==> src/snf_regs.svh <==
// register offsets, field positions and command codes of the serial nand feature bank
`ifndef SNF_REGS_SVH
`define SNF_REGS_SVH
`define SNF_ADDR_LOCK 8'ha0
`define SNF_ADDR_OPT 8'hb0
`define SNF_ADDR_STAT 8'hc0
`define SNF_ADDR_THR 8'h10
`define SNF_CMD_GETF 8'h0f
`define SNF_CMD_SETF 8'h1f
`define SNF_CMD_WREN 8'h06
`define SNF_CMD_WRDIS 8'h04
`define SNF_CMD_PROT 8'h2a
`define SNF_CMD_PEXEC 8'h10
`define SNF_CMD_ERASE 8'hd8
`define SNF_CMD_RST1 8'hff
`define SNF_CMD_RST2 8'hfe
`define SNF_LOCK_GUARD 7
`define SNF_LOCK_HI 5
`define SNF_LOCK_LO 3
`define SNF_LOCK_MASK 8'hb8
`define SNF_OPT_MASK 8'h57
`define SNF_LOCK_RST 3'h7
`define SNF_OPT_RST 8'h12
`define SNF_THR_MASK 8'hf0
`define SNF_THR_RST 8'h00
`define SNF_OPT_ID 6
`define SNF_OPT_ECC 4
`define SNF_OPT_PROT 2
`define SNF_OPT_FAST 1
`define SNF_OPT_HOLD 0
`define SNF_BIT_LAST 3'h7
`define SNF_LOCK_ALL 3'h7
`endif

==> src/snf_pkg.sv <==
// types of the serial nand feature bank
package snf_pkg;
    typedef enum logic [1:0] {
        SNF_ST_CMD = 2'b00,
        SNF_ST_ADDR = 2'b01,
        SNF_ST_DATA = 2'b10,
        SNF_ST_SKIP = 2'b11
    } snf_state_t;
    typedef struct packed {
        logic busy;
        logic prog_fail;
        logic erase_fail;
        logic [1:0] ecc_result;
    } snf_core_status_t;
    typedef struct packed {
        logic id_page_mode;
        logic ecc_on;
        logic permanent_protect_arm;
        logic fast_page_read_on;
        logic hold_disable;
        logic [2:0] lock_range;
    } snf_config_t;
endpackage

==> src/snf_feature_regs.sv <==
// feature and status register bank behind the serial command link
// Operation
// - write-protect low and guard set freeze guard and lock-range bits.
// - lock field 000 unlocks all, 111 locks all, 111 after power-on.
// - codes 001..110 lock top 1/64 up to top half.
// - option bit 6 selects id/parameter page reads, default off.
// - option bit 4 enables internal correction, default on.
// - option bit 2 arms protect-execute 2Ah, default off.
// - option bit 1 enables fast page read, default on.
// - option bit 0 disables hold when set, default 0.
// - correction result reports last page read in two bits.
// - correction threshold taken from bits 7:4 of address 10h.
// - status bit 3 flags failed program or protect.
// - status bit 2 flags failed erase.
// - write latch set by 06h, cleared by 04h, untouched by set-feature.
// - status bit 0 shows busy.
// - get-feature repeats the selected byte while host clocks.
// - busy and fail bits refreshed in every repeated byte.
// - fail bits hold until next accepted program, protect or erase command.
// - program, protect or erase on locked block reports fail when the latch is set and not busy; protect only when armed.
// - reserved bits read zero.
// - settings survive reset commands, default only at power-on.
// - get-feature then address byte, data shifts until select rises.
`timescale 1ns/100ps
`include "snf_regs.svh"
module snf_feature_regs (
    input wire logic clk_sys_i,
    input wire logic rstn_i,
    input wire logic sclk_i,
    input wire logic csn_i,
    input wire logic mosi_i,
    input wire logic wpn_i,
    output logic miso_o,
    output logic miso_oen_o,
    input wire snf_pkg::snf_core_status_t core_i,
    input wire logic target_locked_i,
    output snf_pkg::snf_config_t config_o,
    output logic write_permit_latch_o,
    output logic [3:0] ecc_threshold_o,
    output logic [7:0] cmd_o,
    output logic cmd_valid_o,
    output logic cmd_fail_o
);
    import snf_pkg::*;
    logic [1:0] sclk_sync_reg, csn_sync_reg, mosi_sync_reg, wpn_sync_reg;
    logic sclk_last_reg;
    snf_state_t state_reg;
    logic [2:0] bit_cnt_reg;
    logic [7:0] shift_reg;
    logic [7:0] cmd_reg;
    logic [7:0] faddr_reg;
    logic [7:0] out_reg;
    logic lock_guard_reg;
    logic [2:0] lock_range_reg;
    logic [7:0] opt_reg;
    logic [7:0] thr_reg;
    logic write_permit_latch_reg;
    logic program_failed_reg;
    logic erase_failed_reg;
    logic cmd_valid_reg;
    logic cmd_fail_reg;
    logic rise, fall, sel, byte_done;
    logic [7:0] rx_byte, read_byte, status_byte;
    logic wp_low;
    always_ff @(posedge clk_sys_i or negedge rstn_i) begin
        if (!rstn_i) begin
            sclk_sync_reg <= 2'h0;
            csn_sync_reg <= 2'h3;
            mosi_sync_reg <= 2'h0;
            wpn_sync_reg <= 2'h3;
            sclk_last_reg <= 1'b0;
        end else begin
            // two stages, only bit 1 is read by the logic
            sclk_sync_reg <= {sclk_sync_reg[0], sclk_i};
            csn_sync_reg <= {csn_sync_reg[0], csn_i};
            mosi_sync_reg <= {mosi_sync_reg[0], mosi_i};
            wpn_sync_reg <= {wpn_sync_reg[0], wpn_i};
            sclk_last_reg <= sclk_sync_reg[1];
        end
    end
    assign rise = sclk_sync_reg[1] & ~sclk_last_reg;
    assign fall = ~sclk_sync_reg[1] & sclk_last_reg;
    assign sel = ~csn_sync_reg[1];
    assign wp_low = ~wpn_sync_reg[1];
    assign rx_byte = {shift_reg[6:0], mosi_sync_reg[1]};
    assign byte_done = sel & rise & (bit_cnt_reg == `SNF_BIT_LAST);
    // status refreshed from live core state on every byte
    assign status_byte = {2'h0, core_i.ecc_result, program_failed_reg, erase_failed_reg,
                          write_permit_latch_reg, core_i.busy};
    always_comb begin
        unique case (faddr_reg)
            `SNF_ADDR_LOCK: read_byte = {lock_guard_reg, 1'b0, lock_range_reg, 3'h0};
            `SNF_ADDR_OPT: read_byte = opt_reg & `SNF_OPT_MASK;
            `SNF_ADDR_STAT: read_byte = status_byte;
            `SNF_ADDR_THR: read_byte = thr_reg & `SNF_THR_MASK;
            default: read_byte = 8'h00;
        endcase
    end
    // serial framing: command, address, then data
    always_ff @(posedge clk_sys_i or negedge rstn_i) begin
        if (!rstn_i) begin
            state_reg <= SNF_ST_CMD;
            bit_cnt_reg <= 3'h0;
            shift_reg <= 8'h00;
            cmd_reg <= 8'h00;
            faddr_reg <= 8'h00;
        end else if (!sel) begin
            state_reg <= SNF_ST_CMD;
            bit_cnt_reg <= 3'h0;
        end else if (rise) begin
            bit_cnt_reg <= bit_cnt_reg + 3'h1;
            shift_reg <= rx_byte;
            if (byte_done) begin
                unique case (state_reg)
                    SNF_ST_CMD: begin
                        cmd_reg <= rx_byte;
                        if (rx_byte == `SNF_CMD_GETF || rx_byte == `SNF_CMD_SETF) begin
                            state_reg <= SNF_ST_ADDR;
                        end else begin
                            state_reg <= SNF_ST_SKIP;
                        end
                    end
                    SNF_ST_ADDR: begin
                        faddr_reg <= rx_byte;
                        state_reg <= SNF_ST_DATA;
                    end
                    SNF_ST_DATA: state_reg <= SNF_ST_DATA;
                    SNF_ST_SKIP: state_reg <= SNF_ST_SKIP;
                endcase
            end
        end
    end
    // output shifter reloads each byte so status tracks the core
    always_ff @(posedge clk_sys_i or negedge rstn_i) begin
        if (!rstn_i) begin
            out_reg <= 8'h00;
            miso_o <= 1'b0;
            miso_oen_o <= 1'b1;
        end else if (!sel) begin
            miso_oen_o <= 1'b1;
        end else if (fall && state_reg == SNF_ST_DATA && cmd_reg == `SNF_CMD_GETF) begin
            miso_oen_o <= 1'b0;
            if (bit_cnt_reg == 3'h0) begin
                miso_o <= read_byte[7];
                out_reg <= {read_byte[6:0], 1'b0};
            end else begin
                miso_o <= out_reg[7];
                out_reg <= {out_reg[6:0], 1'b0};
            end
        end
    end
    // settings: power-on defaults only, reset commands leave them alone
    always_ff @(posedge clk_sys_i or negedge rstn_i) begin
        if (!rstn_i) begin
            lock_guard_reg <= 1'b0;
            lock_range_reg <= `SNF_LOCK_RST;
            opt_reg <= `SNF_OPT_RST;
            thr_reg <= `SNF_THR_RST;
        end else if (byte_done && state_reg == SNF_ST_DATA && cmd_reg == `SNF_CMD_SETF
                     && bit_cnt_reg == `SNF_BIT_LAST) begin
            unique case (faddr_reg)
                `SNF_ADDR_LOCK: begin
                    if (!(wp_low && lock_guard_reg)) begin
                        lock_guard_reg <= rx_byte[`SNF_LOCK_GUARD];
                        lock_range_reg <= rx_byte[`SNF_LOCK_HI:`SNF_LOCK_LO];
                    end
                end
                `SNF_ADDR_OPT: opt_reg <= rx_byte & `SNF_OPT_MASK;
                `SNF_ADDR_THR: thr_reg <= rx_byte & `SNF_THR_MASK;
                default: thr_reg <= thr_reg;
            endcase
        end
    end
    // latch and fail flags driven by single-byte commands
    logic cmd_taken, is_prog, is_erase, prot_ok;
    assign cmd_taken = byte_done && state_reg == SNF_ST_CMD;
    assign is_prog = rx_byte == `SNF_CMD_PEXEC || rx_byte == `SNF_CMD_PROT;
    assign is_erase = rx_byte == `SNF_CMD_ERASE;
    assign prot_ok = rx_byte != `SNF_CMD_PROT || opt_reg[`SNF_OPT_PROT];
    always_ff @(posedge clk_sys_i or negedge rstn_i) begin
        if (!rstn_i) begin
            write_permit_latch_reg <= 1'b0;
        end else if (cmd_taken && rx_byte == `SNF_CMD_WREN) begin
            write_permit_latch_reg <= 1'b1;
        end else if (cmd_taken && rx_byte == `SNF_CMD_WRDIS) begin
            write_permit_latch_reg <= 1'b0;
        end
    end
    always_ff @(posedge clk_sys_i or negedge rstn_i) begin
        if (!rstn_i) begin
            program_failed_reg <= 1'b0;
            erase_failed_reg <= 1'b0;
            cmd_valid_reg <= 1'b0;
            cmd_fail_reg <= 1'b0;
        end else begin
            cmd_valid_reg <= 1'b0;
            cmd_fail_reg <= 1'b0;
            if (core_i.prog_fail) begin
                program_failed_reg <= 1'b1;
            end
            if (core_i.erase_fail) begin
                erase_failed_reg <= 1'b1;
            end
            if (cmd_taken && rx_byte != `SNF_CMD_GETF && !core_i.busy) begin
                cmd_valid_reg <= 1'b1;
                if ((is_prog || is_erase) && write_permit_latch_reg && prot_ok) begin
                    // locked target: array untouched, fail flagged
                    cmd_fail_reg <= target_locked_i;
                    // a hardware fail pulse in the same cycle still wins
                    program_failed_reg <= (is_prog & target_locked_i) | core_i.prog_fail;
                    erase_failed_reg <= (is_erase & target_locked_i) | core_i.erase_fail;
                end
            end
        end
    end
    assign config_o = '{id_page_mode: opt_reg[`SNF_OPT_ID], ecc_on: opt_reg[`SNF_OPT_ECC],
                        permanent_protect_arm: opt_reg[`SNF_OPT_PROT],
                        fast_page_read_on: opt_reg[`SNF_OPT_FAST],
                        hold_disable: opt_reg[`SNF_OPT_HOLD], lock_range: lock_range_reg};
    assign write_permit_latch_o = write_permit_latch_reg;
    assign ecc_threshold_o = thr_reg[7:4];
    assign cmd_o = cmd_reg;
    assign cmd_valid_o = cmd_valid_reg;
    assign cmd_fail_o = cmd_fail_reg;
    property p_wel_set;
        @(posedge clk_sys_i) disable iff (!rstn_i)
        cmd_taken && rx_byte == `SNF_CMD_WREN |=> write_permit_latch_reg;
    endproperty
    a_wel_set: assert property (p_wel_set) else $error("latch not set");
    property p_wel_setf;
        @(posedge clk_sys_i) disable iff (!rstn_i)
        !(cmd_taken && (rx_byte == `SNF_CMD_WREN || rx_byte == `SNF_CMD_WRDIS))
        |=> $stable(write_permit_latch_reg);
    endproperty
    a_wel_setf: assert property (p_wel_setf) else $error("latch moved");
    property p_guard;
        @(posedge clk_sys_i) disable iff (!rstn_i)
        wp_low && lock_guard_reg && !csn_sync_reg[1] |=> $stable(lock_range_reg) && lock_guard_reg;
    endproperty
    a_guard: assert property (p_guard) else $error("locked field changed");
    property p_rsvd;
        @(posedge clk_sys_i) disable iff (!rstn_i)
        (read_byte & ((faddr_reg == `SNF_ADDR_LOCK) ? ~`SNF_LOCK_MASK :
                      (faddr_reg == `SNF_ADDR_OPT) ? ~`SNF_OPT_MASK :
                      (faddr_reg == `SNF_ADDR_THR) ? ~`SNF_THR_MASK :
                      (faddr_reg == `SNF_ADDR_STAT) ? 8'hc0 : 8'hff)) == 8'h00
        && status_byte[7:6] == 2'h0 && (opt_reg & ~`SNF_OPT_MASK) == 8'h00;
    endproperty
    a_rsvd: assert property (p_rsvd) else $error("reserved bit set");
    property p_busy;
        @(posedge clk_sys_i) disable iff (!rstn_i)
        status_byte[0] == core_i.busy && status_byte[5:4] == core_i.ecc_result;
    endproperty
    a_busy: assert property (p_busy) else $error("busy not shown");
    property p_pfail;
        @(posedge clk_sys_i) disable iff (!rstn_i)
        core_i.prog_fail |=> program_failed_reg;
    endproperty
    a_pfail: assert property (p_pfail) else $error("program fail lost");
    property p_efail;
        @(posedge clk_sys_i) disable iff (!rstn_i)
        core_i.erase_fail |=> erase_failed_reg;
    endproperty
    a_efail: assert property (p_efail) else $error("erase fail lost");
    property p_hold;
        @(posedge clk_sys_i) disable iff (!rstn_i)
        !cmd_taken && !core_i.prog_fail |=> program_failed_reg == $past(program_failed_reg);
    endproperty
    a_hold: assert property (p_hold) else $error("fail cleared early");
    property p_ehold;
        @(posedge clk_sys_i) disable iff (!rstn_i)
        !cmd_taken && !core_i.erase_fail |=> erase_failed_reg == $past(erase_failed_reg);
    endproperty
    a_ehold: assert property (p_ehold) else $error("erase fail cleared early");
    property p_oen_idle;
        @(posedge clk_sys_i) disable iff (!rstn_i)
        !sel |=> miso_oen_o;
    endproperty
    a_oen_idle: assert property (p_oen_idle) else $error("data line driven while deselected");
    property p_fail_pair;
        @(posedge clk_sys_i) disable iff (!rstn_i)
        cmd_fail_o |-> cmd_valid_o;
    endproperty
    a_fail_pair: assert property (p_fail_pair) else $error("fail pulse without command");
    property p_lock_fail;
        @(posedge clk_sys_i) disable iff (!rstn_i)
        cmd_taken && is_erase && write_permit_latch_reg && target_locked_i && !core_i.busy
        |=> erase_failed_reg && cmd_fail_reg;
    endproperty
    a_lock_fail: assert property (p_lock_fail) else $error("locked erase not flagged");
    property p_prot_gate;
        @(posedge clk_sys_i) disable iff (!rstn_i)
        cmd_taken && rx_byte == `SNF_CMD_PROT && !opt_reg[`SNF_OPT_PROT] && !core_i.prog_fail
        |=> $stable(program_failed_reg) && !cmd_fail_reg;
    endproperty
    a_prot_gate: assert property (p_prot_gate) else $error("unarmed protect acted");
    property p_wel_clr;
        @(posedge clk_sys_i) disable iff (!rstn_i)
        cmd_taken && rx_byte == `SNF_CMD_WRDIS |=> !write_permit_latch_reg;
    endproperty
    a_wel_clr: assert property (p_wel_clr) else $error("latch not cleared");
    property p_opt_write;
        @(posedge clk_sys_i) disable iff (!rstn_i)
        byte_done && state_reg == SNF_ST_DATA && cmd_reg == `SNF_CMD_SETF && faddr_reg == `SNF_ADDR_OPT
        |=> opt_reg == ($past(rx_byte) & `SNF_OPT_MASK);
    endproperty
    a_opt_write: assert property (p_opt_write) else $error("option write lost");
endmodule

==> config.mk <==
export PLATFORM = sky130hd
export DESIGN_NAME = snf_feature_regs
export DESIGN_NICKNAME = d
export VERILOG_FILES = /design/src/snf_pkg.sv /design/src/snf_feature_regs.sv
export VERILOG_INCLUDE_DIRS = /design/src
export SDC_FILE = /design/constraint.sdc
export NUM_CORES = 1
export LEC_CHECK = 0
export ABC_AREA = 1
export BUFFER_PORTS_ARGS = -buffer_cell sky130_fd_sc_hd__buf_2
export CORE_MARGIN = 2
export CORE_UTILIZATION = 30
export CTS_CLUSTER_SIZE = 20
export DETAILED_ROUTE_END_ITERATION = 10
export GPL_TIMING_DRIVEN = 0
export PLACE_DENSITY = 0.59
export SYNTH_ARGS = -nofsm -noshare
export SYNTH_HDL_FRONTEND = slang
export SYNTH_SLANG_ARGS = --single-unit
export TNS_END_PERCENT = 1
==> constraint.sdc <==
create_clock -name clk_sys_i -period 1.5 [get_ports clk_sys_i]
set_input_delay 0.075 -clock clk_sys_i [delete_from_list [all_inputs] [get_ports clk_sys_i]]
set_output_delay 0.075 -clock clk_sys_i [all_outputs]
set_load 0.02 [all_outputs]
* Word-level counts from Yosys, hierarchy flattened
Cells that the tools add are included.
** Cells by class
- Add/sub/neg operators :: 1
- Equality and inequality tests :: 19
- Mux-type cells :: 23
- Bitwise gates (word level) :: 13
- Reductions and logical operators :: 33
** Operator list (number)
- $eq 8x5->1 const B :: 4
- $eq 8x8->1 const B :: 4
- $pmux 8 s4 :: 1
- $eq 8x3->1 const B :: 2
- $eq 8x4->1 const B :: 2
- $mux 1 :: 14
- $logic_and 1x1->1 :: 13
- $reduce_and 2->1 :: 5
- $eq 8x6->1 const B :: 1
- $mux 2 :: 4
- $mux 8 :: 1
- $ne 8x4->1 const B :: 1
- $ne 8x6->1 const B :: 1
- $reduce_and 4->1 :: 2
- $reduce_bool 2->1 :: 4
- $and 1x1->1 :: 6
- $mux 3 :: 2
- $pmux 2 s3 :: 1
- $not 1->1 :: 5
- $eq 2x2->1 const B :: 2
- $logic_or 1x1->1 :: 4
- $add 3x1->3 const B :: 1
- $eq 3x3->1 const B :: 1
- $logic_not 3->1 :: 1
- 6 further kinds :: 7
** Storage, ports and cells
- Register bits :: 65
- Logic and storage cells :: 111

* Depth between registers and ports, before layout
- Word-level depth :: 8
- Depth in mapped cells :: 10

* Least setup slack after synthesis
No wires, ideal clock.
- Path kind :: register to register
- Start :: reg bit_cnt_reg[0]
- End :: reg opt_reg[2]
- Setup time :: 124 ps
- Data arrival time :: 1415 ps
- Required time :: 1376 ps
- Path slack :: -39 ps
- Cell stages (with the launch flop) :: 10
- Period minus slack after synthesis :: 1539 ps
- Cells stage by stage :: dfrtp_1 -> ha_1 -> ha_1 -> inv_1 -> nor2_4 -> nand2_2 -> nor3_4 -> nand2_4 -> nand2_1 -> o21ai_1
** Between the ends
- Longest elaborated chain between the ends :: 6
** Ends and longest elaborated chain
- start, declared :: line snf_feature_regs.sv:48 : logic [2:0] bit_cnt_reg;
- start signal, assigned :: line snf_feature_regs.sv:111 : bit_cnt_reg <= bit_cnt_reg + 3'h1;
- $eq 3x3->1 (no source line) *
- $and 1x1->1 :: line snf_feature_regs.sv:86 : assign byte_done = sel & rise & (bit_cnt_reg == `SNF_BIT_LAST);
- $logic_and 1x1->1 :: line snf_feature_regs.sv:159 : end else if (byte_done && state_reg == SNF_ST_DATA && cmd_reg == `SNF_CMD_SETF
- $logic_and 1x1->1 (no source line)
- $logic_and 1x1->1 (no source line) *
- $reduce_and 2->1 (no source line) *
- end signal, assigned :: line snf_feature_regs.sv:157 : opt_reg <= `SNF_OPT_RST;
- end signal, assigned :: line snf_feature_regs.sv:168 : `SNF_ADDR_OPT: opt_reg <= rx_byte & `SNF_OPT_MASK;
- end, declared :: line snf_feature_regs.sv:55 : logic [7:0] opt_reg;
Every way passes the cells marked *; elsewhere a longest branch is shown, timed or not.
A chain may end at the register's enable or synchronous reset.

* Worst setup path in the final report
- Start :: reg bit_cnt_reg[0]
- End :: reg lock_guard_reg
** Between the ends
- Longest elaborated chain between the ends :: 6
** Ends and longest elaborated chain
- $eq 3x3->1 (no source line) *
- $and 1x1->1 :: line snf_feature_regs.sv:86
- $logic_and 1x1->1 :: line snf_feature_regs.sv:159
- $logic_and 1x1->1 (no source line)
- $logic_and 1x1->1 (no source line) *
- $reduce_and 3->1 (no source line) *
- end signal, assigned :: line snf_feature_regs.sv:164 : lock_guard_reg <= rx_byte[`SNF_LOCK_GUARD];
- end, declared :: line snf_feature_regs.sv:53 : logic lock_guard_reg;
Marks and branches as above.

==> results.md <==
- Post-synthesis compound-gate area fraction: 0.0979
- Avg Cell Area, Syn: 8.38 um2
- Core ar.: 9770 um2
- Largest net degree at the start of global routing: 65
- Worst slew margin: 0.466
- Non-Filler Instances: 560
- Antenna Cells: 0
- Adder-Cell Fraction of Synth Area: 0.0290
- Synthesized flop and latch total: 64
- Most frequent cells in the layout: 99 x nand2_1, 54 x dfrtp_1, 35 x buf_2
- Failing checks: negative setup slack
- Post-Syn Instances: 360
- Vias in the first global route: 2624
- WL/cell: 13.2 um
- Clk Tree Root Cell: clkbuf_8
- H-tree depth: 3
- Depth of the most critical reg-to-reg path: 10
- Synth Cell Area: 3020 um2
- Fillcell total: 983
- Starting Density: 0.308
- DRT Pass-1 Iters: 4
- CTS Buf Count: 9
- Synth area leaders: dfrtp_1 45%, nand2_1 13%, dfstp_2 8.7%, inv_1 5.5%, o21ai_0 4.8%
- Slew Viols, Final: 0
- Clk slew on worst S/H paths: 0.07 ns
- PortBufs: 36
- First-pass GRT wire length: 12.7 mm
- Worst Hold Path Cells: 5
- Post-synthesis mux area share: 0
- Post-synth top area share: 0.448
- Initial DRC Count: 163
- Placed Instances: 529
- Sink Count: 64
- Remaining DRCs: 0
- Num rows: 36
- Layout Nets: 441
- Most common cell after layout, fill and taps aside: nand2_1
- Main combinational cell family by area after synthesis: simple AND/OR/NAND/NOR gates
- Maximum root-to-sink buffer count: 2
- Die H: 104 um
- Antenna Nets Post-Route: 0
- Crit path max fanout: 5
- Area growth syn-to-layout: 29.0%
- Crit path capture type: register
- Pleak: 0.00185 uW
- Min Tclk post-route: 1.57 ns
- Synth Area in Simple Gates: 0.274
- DP HPWL: 5.22 mm
- Post-route core utilization: 0.398
- Worst Path Arrival: 1.81 ns
- GRT Total Usage: 0.148
- Grt ovf: 0
- Flop2flop setup slack: -0.07 ns
- CTS tree: built
- RR Endpoint: lock_guard_reg$_DFFE_PN0P_
- RD Place Congestion: 0.869
- Crit Path Category: reg -> reg
- Die Wd: 104 um
- Worst skew pair latency: 0.36 ns
- Crit path launch type: register
- Final Hold Fails: 0
- Hold Crit Start: core_i[2]
- Setup WS post-layout: -0.0661 ns
- PD cells: 1010 nW/um2
- Unrepaired setup endpoints after global routing: yes
- Hold Slack: 0.00978 ns
- Vias per std cell: 4.59
- Outcome: complete, but fails checks
- Worst EP required: 1.74 ns
- Max Freq: 639 MHz
- Part of the Yosys area used for sequential elements: 0.535
- Post-synth top area cell: dfrtp_1
- Worst min-delay path class: in -> reg
- Final worst-path cycle share: 1.04
- Pre-CTS setup slack: -0.341 ns
- WL final: 7.41 mm
- Mapped Nets: 379
- Setup Skew: 0.0122 ns
- Layout cell share with drive strength beyond 1: 0.274
- Initial antenna violation count: 0
- Io pins: 37
- Yosys cell types: 28
- VDD IR max: 649 uV
- Maxcap violations: 0
- Die area: 10900 um2
- Final setup vio count: 13
- Synth Area in XOR/XNOR: 0
- Total Neg Setup Slack: -0.550 ns
- Hold Path End: erase_failed_reg$_DFF_PN0_
- Via Count: 2571
- Slew @ Worst Pin: 0.801 ns
- Origin of the critical flop-to-flop path: bit_cnt_reg[0]$_DFFE_PN0P_
- Synth warn: 0
synthesized netlist by cell type, drive strengths merged:
| master | number |
|---|---|
| nand2 | 109 |
| dfrtp | 54 |
| inv | 46 |
| o21ai | 43 |
| nor2 | 32 |
| nand3 | 24 |
| a21oi | 14 |
| dfstp | 10 |
| nand4 | 9 |
| ha | 7 |
| nor3 | 5 |
| buf | 2 |
| clkbuf | 2 |
| nand3b | 1 |
| o22ai | 1 |
| or3 | 1 |
area by class of cell:
| type | instances | area [um2] | share of cell area |
|---|---|---|---|
| Inverter | 46 | 180 | 0.0463 |
| Multi-Input combinational cell | 246 | 1340 | 0.344 |
| Clock buffer | 14 | 173 | 0.0444 |
| Sequential cell | 64 | 1610 | 0.415 |
| Tap cell | 133 | 166 | 0.0428 |
| Timing Repair Buffer | 51 | 327 | 0.0839 |
| Buffer | 4 | 33.8 | 0.00868 |
| Clock inverter | 2 | 60.1 | 0.0154 |
power by group:
part | switching (uW) | total [uW] | internal, uW | leakage [uW]
Sequential | 82.9 | 1870 | 1790 | 0.000815
Combinational | 233 | 319 | 86.7 | 0.000920
Clock | 667 | 1740 | 1070 | 0.000117
Total | 982 | 3930 | 2950 | 0.00185
metal layers:
layer  global-route usage  wire (um)
met5                    0          0
met1                0.188       3360
met3               0.0232        256
met4               0.0772        195
met2                0.244       3590
how the worst max path moves through the flow:
stage                               startpoint                    endpoint  slack (ns)  cells after the start
floorplan           bit_cnt_reg[0]$_DFFE_PN0P_      opt_reg[2]$_DFFE_PN0P_       -0.04                      9
global route        bit_cnt_reg[0]$_DFFE_PN0P_      thr_reg[6]$_DFFE_PN0P_       -0.19                     10
finish              bit_cnt_reg[0]$_DFFE_PN0P_  lock_guard_reg$_DFFE_PN0P_       -0.07                     10
CTS                 bit_cnt_reg[1]$_DFFE_PN0P_  lock_guard_reg$_DFFE_PN0P_       -0.09                     10
detailed placement  bit_cnt_reg[1]$_DFFE_PN0P_      opt_reg[6]$_DFFE_PN0P_       -0.34                      9
global placement    bit_cnt_reg[0]$_DFFE_PN0P_      opt_reg[6]$_DFFE_PN0P_       -0.32                      9
per-stage QoR:
| step | cell area (um2) | total power [uW] |
|---|---|---|
| 2_1_floorplan | 3020 | 2040 |
| 3_3_place_gp | 3360 | 2180 |
| 3_5_place_dp | 3360 | 2180 |
| 4_1_cts | 3780 | 3940 |
| 5_1_grt | 3890 | 4090 |
| 6_report | 3890 | 3930 |
repair_timing:
| item | in CTS | in global routing |
|---|---|---|
| hold buffers | 6 | 0 |
| setup buffers | 5 | 4 |
| endpoints found under the setup margin | 39 | 41 |
| resized for setup | 23 | 26 |
| hold endpoints to repair | 59 | 0 |
| pin swaps | 7 | 10 |
| gates cloned | 0 | 0 |
worst max-delay path, cell delays in order, from the launching register on:
cell	delay, ns
dfrtp_1	0.39
ha_4	0.16
ha_4	0.14
inv_2	0.04
nor2_4	0.12
nand2_2	0.08
nor3_4	0.15
buf_12	0.16
nand3_2	0.09
nand2_1	0.08
nand2_1	0.04
cell families after synthesis:
family | count (synthesis)
flip-flops | 64
buffers and inverters | 50
AND/OR/NAND/NOR | 181
AO/OA/AOI/OAI | 58
adder cells (fa/ha/maj) | 7
Power figures use the tool's default switching activity.
